File: src/mzd_pkg.sv
// Package: address map, field positions and widths for the mezzanine decoder
package mzd_pkg;

  localparam int MODULE_COUNT    = 6;
  localparam int GROUP_WIDTH     = 4;
  // Group codes within the low address byte (group index)
  localparam logic [3:0] GRP_FIRST_CTRL  = 4'hC;
  localparam logic [3:0] GRP_SECOND_CTRL = 4'hD;
  localparam logic [3:0] GRP_STATUS      = 4'hE;
  localparam logic [3:0] GRP_RESERVED    = 4'hF;
  // Bit positions
  localparam int BYTE_SEL_BIT    = 0;
  localparam int BOARD_SEL_BIT   = 7;
  localparam int FUNC_ADDR_WIDTH = 3;
  // Status register layout
  localparam int STAT_PRESENT_BIT = 0;
  localparam int STAT_MODULE_OPTION_BIT_ZERO_BIT    = 1;
  localparam int STAT_MODULE_OPTION_BIT_ONE_BIT    = 2;
  localparam logic [7:0] STATUS_RESET = 8'h00;
  // Interrupt routing codes per interrupt line
  localparam logic [1:0] ROUTE_OFF    = 2'h0;
  localparam logic [1:0] ROUTE_BUS    = 2'h1;
  localparam logic [1:0] ROUTE_FIRST  = 2'h2;
  localparam logic [1:0] ROUTE_SECOND = 2'h3;

endpackage : mzd_pkg

File: src/mzd_decoder.sv
// Top: I/O address decoder, status registers and interrupt routing
`timescale 1ns/100ps
module mzd_decoder
  import mzd_pkg::*;
#(
  parameter int MODULES  = MODULE_COUNT,
  parameter int BUS_IRQS = 8
) (
  input  wire logic                    clk,
  input  wire logic                    rst,
  // Bus I/O cycle, sampled as synchronous
  input  wire logic [15:0]             io_addr,
  input  wire logic                    io_read,
  input  wire logic                    io_write,
  output logic      [7:0]              io_rdata,
  output logic                         io_rdata_valid,
  output logic                         io_ack,
  // Configuration straps
  input  wire logic                    mode_16bit,
  input  wire logic [3:0]              upper_address_switch_high,
  input  wire logic [3:0]              upper_address_switch_low,
  input  wire logic                    byte_sel_invert,
  input  wire logic                    board_half_upper,
  input  wire logic [MODULES-1:0]      module_is_16bit,
  // Module connector side
  input  wire logic [MODULES-1:0]      module_present_flag,
  input  wire logic [MODULES-1:0]      module_option_bit_zero,
  input  wire logic [MODULES-1:0]      module_option_bit_one,
  output logic      [MODULES-1:0]      module_cs0,
  output logic      [MODULES-1:0]      module_cs1,
  output logic      [FUNC_ADDR_WIDTH-1:0] module_func_addr,
  output logic                         module_high_byte,
  output logic                         first_ctrl_sel,
  output logic                         second_ctrl_sel,
  // Interrupts
  input  wire logic [2*MODULES-1:0]    module_irq,
  input  wire logic [4*MODULES-1:0]    irq_route_sel,
  input  wire logic [6*MODULES-1:0]    irq_bus_line_sel,
  output logic      [BUS_IRQS-1:0]     bus_irq,
  output logic      [2*MODULES-1:0]    first_ctrl_irq,
  output logic      [2*MODULES-1:0]    second_ctrl_irq
);

  logic                 cycle;
  logic                 board_hit;
  logic [3:0]           group;
  logic                 cs_half;
  logic [2:0]           slot;
  logic                 slot_valid;
  logic                 slot_ok;
  logic [MODULES-1:0]   next_cs0;
  logic [MODULES-1:0]   next_cs1;
  logic                 next_first;
  logic                 next_second;
  logic                 status_hit;
  logic [7:0]           next_rdata;
  logic [7:0]           status_word [MODULES];

  assign cycle = io_read || io_write;

  // Block alignment: 256 ports on switches, or 128 ports by bit 7
  always_comb begin
    if (mode_16bit) begin
      board_hit = io_addr[15:8] == {upper_address_switch_high,
                                    upper_address_switch_low};
    end else begin
      board_hit = io_addr[BOARD_SEL_BIT] == board_half_upper;
    end
  end

  // Group index and which chip select of the pair
  always_comb begin
    if (mode_16bit) begin
      group   = io_addr[7:4];
      cs_half = io_addr[4];
    end else begin
      group   = io_addr[6:3];
      cs_half = io_addr[3];
    end
  end

  assign slot       = group[3:1];
  assign slot_valid = group < GRP_FIRST_CTRL;

  // Empty connectors stay silent in 8-bit mode; wide modules need 16-bit
  always_comb begin
    slot_ok = 1'b0;
    if (slot_valid && int'(slot) < MODULES) begin
      if (mode_16bit) begin
        slot_ok = 1'b1;
      end else begin
        slot_ok = module_present_flag[slot]
                  && !module_is_16bit[slot];
      end
    end
  end

  always_comb begin
    next_cs0    = '0;
    next_cs1    = '0;
    next_first  = 1'b0;
    next_second = 1'b0;
    status_hit  = 1'b0;
    if (cycle && board_hit) begin
      if (slot_ok) begin
        if (cs_half) begin
          next_cs1[slot] = 1'b1;
        end else begin
          next_cs0[slot] = 1'b1;
        end
      end
      case (group)
        GRP_FIRST_CTRL:  next_first  = 1'b1;
        GRP_SECOND_CTRL: next_second = 1'b1;
        GRP_STATUS:      status_hit  = io_read;
        GRP_RESERVED:    next_first  = 1'b0;
        default:         next_first  = 1'b0;
      endcase
    end
  end

  // Status word per connector, low three bits of the address (io_addr[2:0]) pick it
  for (genvar g = 0; g < MODULES; g++) begin : g_status
    always_comb begin
      status_word[g] = STATUS_RESET;
      status_word[g][STAT_PRESENT_BIT] = module_present_flag[g];
      status_word[g][STAT_MODULE_OPTION_BIT_ZERO_BIT]    = module_option_bit_zero[g];
      status_word[g][STAT_MODULE_OPTION_BIT_ONE_BIT]    = module_option_bit_one[g];
    end
  end

  always_comb begin
    next_rdata = STATUS_RESET;
    if (status_hit && int'(io_addr[2:0]) < MODULES) begin
      next_rdata = status_word[io_addr[2:0]];
    end
  end

  // Decoded selects registered once per sampled cycle
  always_ff @(posedge clk) begin
    if (rst) begin
      module_cs0      <= '0;
      module_cs1      <= '0;
      first_ctrl_sel  <= 1'b0;
      second_ctrl_sel <= 1'b0;
    end else begin
      module_cs0      <= next_cs0;
      module_cs1      <= next_cs1;
      first_ctrl_sel  <= next_first;
      second_ctrl_sel <= next_second;
    end
  end

  always_ff @(posedge clk) begin
    if (rst) begin
      module_func_addr <= '0;
      module_high_byte <= 1'b0;
    end else if (cycle) begin
      module_func_addr <= io_addr[FUNC_ADDR_WIDTH-1:0];
      // Only meaningful to 16-bit modules in 16-bit mode
      module_high_byte <= mode_16bit &&
                          (io_addr[BYTE_SEL_BIT] ^ byte_sel_invert);
    end
  end

  // Writes to status group are accepted but change nothing
  always_ff @(posedge clk) begin
    if (rst) begin
      io_rdata       <= STATUS_RESET;
      io_rdata_valid <= 1'b0;
      io_ack         <= 1'b0;
    end else begin
      io_rdata       <= next_rdata;
      io_rdata_valid <= status_hit;
      io_ack         <= cycle && board_hit && (slot_ok
                        || (group inside {GRP_FIRST_CTRL, GRP_SECOND_CTRL,
                                          GRP_STATUS}));
    end
  end

  mzd_irq_route #(
    .LINES    (2 * MODULES),
    .BUS_IRQS (BUS_IRQS)
  ) u_irq (
    .clk             (clk),
    .rst             (rst),
    .irq_in          (module_irq),
    .route_sel       (irq_route_sel),
    .bus_line_sel    (irq_bus_line_sel),
    .bus_irq         (bus_irq),
    .first_ctrl_irq  (first_ctrl_irq),
    .second_ctrl_irq (second_ctrl_irq)
  );

endmodule : mzd_decoder

File: src/mzd_irq_route.sv
// Interrupt routing of module interrupt lines to bus or on-board controllers
`timescale 1ns/100ps
module mzd_irq_route
  import mzd_pkg::*;
#(
  parameter int LINES    = 2 * MODULE_COUNT,
  parameter int BUS_IRQS = 8
) (
  input  wire logic                        clk,
  input  wire logic                        rst,
  input  wire logic [LINES-1:0]            irq_in,
  input  wire logic [2*LINES-1:0]          route_sel,
  input  wire logic [3*LINES-1:0]          bus_line_sel,
  output logic      [BUS_IRQS-1:0]         bus_irq,
  output logic      [LINES-1:0]            first_ctrl_irq,
  output logic      [LINES-1:0]            second_ctrl_irq
);

  logic [BUS_IRQS-1:0] next_bus_irq;
  logic [LINES-1:0]    next_first;
  logic [LINES-1:0]    next_second;

  always_comb begin
    next_bus_irq = '0;
    for (int i = 0; i < LINES; i++) begin
      if (route_sel[2*i +: 2] == ROUTE_BUS && irq_in[i]) begin
        next_bus_irq[bus_line_sel[3*i +: 3]] = 1'b1;
      end
    end
  end

  for (genvar g = 0; g < LINES; g++) begin : g_line
    assign next_first[g]  = irq_in[g] && route_sel[2*g +: 2] == ROUTE_FIRST;
    assign next_second[g] = irq_in[g] && route_sel[2*g +: 2] == ROUTE_SECOND;
  end

  // Registered so the bus sees glitch-free request levels
  always_ff @(posedge clk) begin
    if (rst) begin
      bus_irq         <= '0;
      first_ctrl_irq  <= '0;
      second_ctrl_irq <= '0;
    end else begin
      bus_irq         <= next_bus_irq;
      first_ctrl_irq  <= next_first;
      second_ctrl_irq <= next_second;
    end
  end

endmodule : mzd_irq_route

File: config.mk
export PLATFORM = sky130hd
export DESIGN_NAME = mzd_decoder
export DESIGN_NICKNAME = d
export VERILOG_FILES = /design/src/mzd_pkg.sv /design/src/mzd_decoder.sv /design/src/mzd_irq_route.sv
export SDC_FILE = /design/constraint.sdc
export NUM_CORES = 1
export LEC_CHECK = 0
export ABC_AREA = 1
export BUFFER_PORTS_ARGS = -buffer_cell sky130_fd_sc_hd__buf_2
export CELL_PAD_IN_SITES_DETAIL_PLACEMENT = 0
export CELL_PAD_IN_SITES_GLOBAL_PLACEMENT = 2
export CORE_MARGIN = 2
export CORE_UTILIZATION = 23
export DETAILED_ROUTE_END_ITERATION = 10
export GPL_ROUTABILITY_DRIVEN = 1
export HOLD_SLACK_MARGIN = 0.05
export PLACE_DENSITY = 0.9
export RECOVER_POWER = 25
export SYNTH_ARGS = -nofsm -noshare
export SYNTH_HDL_FRONTEND = slang
export SYNTH_SLANG_ARGS = --single-unit
File: constraint.sdc
create_clock -name clk -period 2.6 [get_ports clk]
set_input_delay 0 -clock clk [delete_from_list [all_inputs] [get_ports clk]]
set_output_delay 0 -clock clk [all_outputs]
set_load 0.05 [all_outputs]
==> load_flow_metrics.sql <==
INSERT INTO impl_metrics (metric_group, metric, value, unit) VALUES
('finish', 'most_used_cells_in_the_layout_excluding_fill_and_tap_cells', 'sky130_fd_sc_hd__buf_2 (154), sky130_fd_sc_hd__inv_1 (114), sky130_fd_sc_hd__nand2_1 (82)', ''),
('cts', 'cts_buffer_depth', '2', ''),
('synthesis', 'synth-simple-area-share', '39.5', '%'),
('detailed_routing', 'drt_first_iter_violations', '246', ''),
('grt', 'maximum_number_of_pins_on_one_net_before_global_route_repair', '27', ''),
('floorplanning', 'die-width', '126', 'um'),
('grt', 'globalRouteOverflowTotal', '0', ''),
('place', 'place_ws', '1.17', 'ns'),
('critical_path', 'cp_common_cell', 'sky130_fd_sc_hd__nand3_1', ''),
('synthesis', 'synth_cell_type_count', '33', ''),
('synthesis', 'synthesis.area_per_instance', '6.34', 'um2'),
('cts', 'numClockSinks', '55', ''),
('pwr', 'netSwitchingPower', '0.000715', 'W'),
('synthesis', 'largest_family_of_logic_cells_by_synthesized_area', 'simple AND/OR/NAND/NOR gates', ''),
('floorplanning', 'chipHeight', '126', 'um'),
('place', 'port_buffers', '181', ''),
('timing', 'setup_ws', '0.874', 'ns'),
('synthesis', 'ys_ff_latch', '55', ''),
('timing', 'whs', '0.0876', 'ns'),
('critical_path', 'critical-path-top-delay-family', 'simple AND/OR/NAND/NOR gates', ''),
('pwr', 'comb_power_share', '26.1', '%'),
('floorplanning', 'boundaryPins', '187', ''),
('critical_path', 'path_max_fanout', '6', ''),
('timing', 'setup-tns-final', '0', 'ns'),
('synthesis', 'yosys.area_share.adder', '0', '%'),
('finish', 'final_common_cell', 'sky130_fd_sc_hd__buf_2', ''),
('pwr', 'power.clock.fraction', '33.8', '%'),
('synthesis', 'synth_area', '0.00340', 'mm2'),
('detailed_routing', 'detail_route.vias_per_cell', '4.42', ''),
('timing', 'finalCritPeriodShare', '66.4', '%'),
('cts', 'cts_htree_levels', '2', ''),
('synthesis', 'synth_enable_flop_cells', '0', ''),
('floorplanning', 'start_util', '23.5', '%'),
('place', 'place_hpwl', '9710', 'um'),
('min_path', 'hold_class', 'in2reg', ''),
('synthesis', 'yosys_warnings', '0', ''),
('critical_path', 'worst-path-buf-inv', '3', ''),
('cts', 'post_cts.repair.setup_buffers', '0', ''),
('synthesis', 'synth_xor_xnor_area_share', '1.29', '%'),
('finish', 'final_util', '35.5', '%'),
('critical_path', 'cp_cell_sequence', 'dlygate4sd3_1, buf_2, nor3_1, nand3_1, o21ai_0, nor2_1, nand3_1, nand2_1, inv_1', ''),
('timing', 'hold_viol', '0', ''),
('finish', 'layout.nets', '897', ''),
('detailed_routing', 'via_count', '4220', ''),
('timing', 'maximum_achievable_frequency', '579', 'MHz'),
('cts', 'clkTransAtPathRegs', '0.08', 'ns'),
('pwr', 'sequentialPowerShare', '40.2', '%'),
('cts', 'worstSkewPairLatency', '0.30', 'ns'),
('synthesis', 'post_synth_inst_count', '537', ''),
('timing', 'slew_of_the_pin_with_the_lowest_slew_margin', '0.693', 'ns'),
('detailed_routing', 'drtAntennaViolNets', '0', ''),
('pwr', 'power.share.switching', '32.9', '%'),
('synthesis', 'synth_async_sr_flop_share', '0', '%'),
('flow_run', 'cap_viol_max_count', '0', ''),
('finish', 'post_route_cells_drive_above_1_share', '23.9', '%'),
('critical_path', 'worst_setup_path_start_kind', 'input pin', ''),
('floorplanning', 'fp.dieArea', '0.0158', 'mm2'),
('synthesis', 'synth-seq-area-share', '32.4', '%'),
('synthesis', 'synth_largest_area_cell', 'sky130_fd_sc_hd__dfxtp_1', ''),
('detailed_routing', 'drt_pre_antenna_iters', '4', ''),
('grt', 'first_global_vias', '4177', ''),
('detailed_routing', 'wirelength', '12400', 'um'),
('critical_path', 'cp_slowest_stage_delay', '0.59', 'ns'),
('run_status', 'outcome', 'finished, final reports clean', ''),
('pwr', 'internal_power', '0.00146', 'W'),
('detailed_routing', 'drc_errors', '0', ''),
('synthesis', 'synth_top_area_share', '32.4', '%'),
('pwr', 'power_density', '423', 'mW/mm2'),
('finish', 'area_growth_syn_to_layout', '50.9', '%'),
('critical_path', 'crit_path_end_kind', 'flip-flop', ''),
('cts', 'ctsHoldBuffers', '54', '');
metal layers:
| metal | share of wire, % | vias to the layer above | global-route usage, % |
|---|---|---|---|
| met1 | 45 | 1841 | 20.0 |
| met4 | 1.8 | 0 | 4.97 |
| met3 | 6.8 | 17 | 3.10 |
| met5 | 0 | - | 0 |
| li1 | - | 2205 | - |
| met2 | 46 | 157 | 26.3 |
Yosys cell counts, types with 2 or more instances:
cell and count:
sky130_fd_sc_hd__nand3_1 55, sky130_fd_sc_hd__clkbuf_1 7, sky130_fd_sc_hd__nor2_1 68, sky130_fd_sc_hd__nand2_1 82, sky130_fd_sc_hd__a21oi_1 8, sky130_fd_sc_hd__o311ai_0 3
sky130_fd_sc_hd__inv_1 114, sky130_fd_sc_hd__nand3_4 2, sky130_fd_sc_hd__nand2_4 4, sky130_fd_sc_hd__nand2_2 6, sky130_fd_sc_hd__nand4_1 12, sky130_fd_sc_hd__o22ai_1 18
sky130_fd_sc_hd__buf_4 5, sky130_fd_sc_hd__o211ai_1 2, sky130_fd_sc_hd__buf_6 2, sky130_fd_sc_hd__nor3_1 22, sky130_fd_sc_hd__or2_2 3, sky130_fd_sc_hd__nor4_1 23
sky130_fd_sc_hd__o21a_1 2, sky130_fd_sc_hd__xnor2_1 4, sky130_fd_sc_hd__dfxtp_1 55, sky130_fd_sc_hd__o21ai_0 28, sky130_fd_sc_hd__nor2_2 2
layout make-up:
cell class,instances,area (um2)
Clock buffer,6,139
Clock inverter,2,13.8
Fill cell,1600,9350
Inverter,115,439
Multi-Input combinational cell,357,1790
Sequential cell,55,1100
Tap cell,184,230
Timing Repair Buffer,236,1420
cell families (layout without fill, tap and decap cells):
kind of cell              after synthesis  in the layout
buffers and inverters                 129            359
xor gates and xnor gates                5              5
DFF                                    55             55
and+or+nand+nor                       282            282
other                                   1              5
AOI/OAI and AO/OA                      65             65
worst reg2reg max path, cell delays in order, from the launching register on:
cell and delay [ns]:
sky130_fd_sc_hd__dfxtp_1 0.31, sky130_fd_sc_hd__o21ai_0 0.15, sky130_fd_sc_hd__a21oi_1 0.05
sequential cells by signal, indices dropped and copies added, names as in the netlist:
| register | cells |
|---|---|
| u_irq.bus_irq | 8 |
| module_cs0 | 6 |
| io_rdata | 3 |
| io_rdata_valid | 1 |
| u_irq.second_ctrl_irq | 12 |
| module_high_byte | 1 |
| io_ack | 1 |
| first_ctrl_sel | 1 |
| second_ctrl_sel | 1 |
| module_cs1 | 6 |
| u_irq.first_ctrl_irq | 12 |
| module_func_addr | 3 |
metrics by stage:
step                      instance area, um2  std cells
after global placement                  4470        893
after CTS                               5170        955
final                                   5130        955
after detailed placement                4470        893
after global routing                    5130        955
after floorplan                         3420        541
power by group through the flow:
stage,Combinational [W],Sequential [W],Clock [W]
after floorplan,0.000240,0.000977,0
after CTS,0.000566,0.000872,0.000766
final,0.000566,0.000873,0.000734
after global placement,0.000523,0.000892,0
after detailed placement,0.000517,0.000892,0
after global routing,0.000624,0.000876,0.000798
worst paths after layout:
check / startpoint / endpoint / slack [ns] / cells past startpoint
max reg2reg: module_high_byte / module_high_byte / 1.97 / 2
max: irq_route_sel[23] / u_irq.bus_irq[4] / 0.87 / 9
min: module_option_bit_zero[5] / io_rdata[1] / 0.09 / 4
min reg2reg: module_func_addr[1] / module_func_addr[1] / 0.50 / 2
Note: power is estimated with default switching activity, not from simulation.
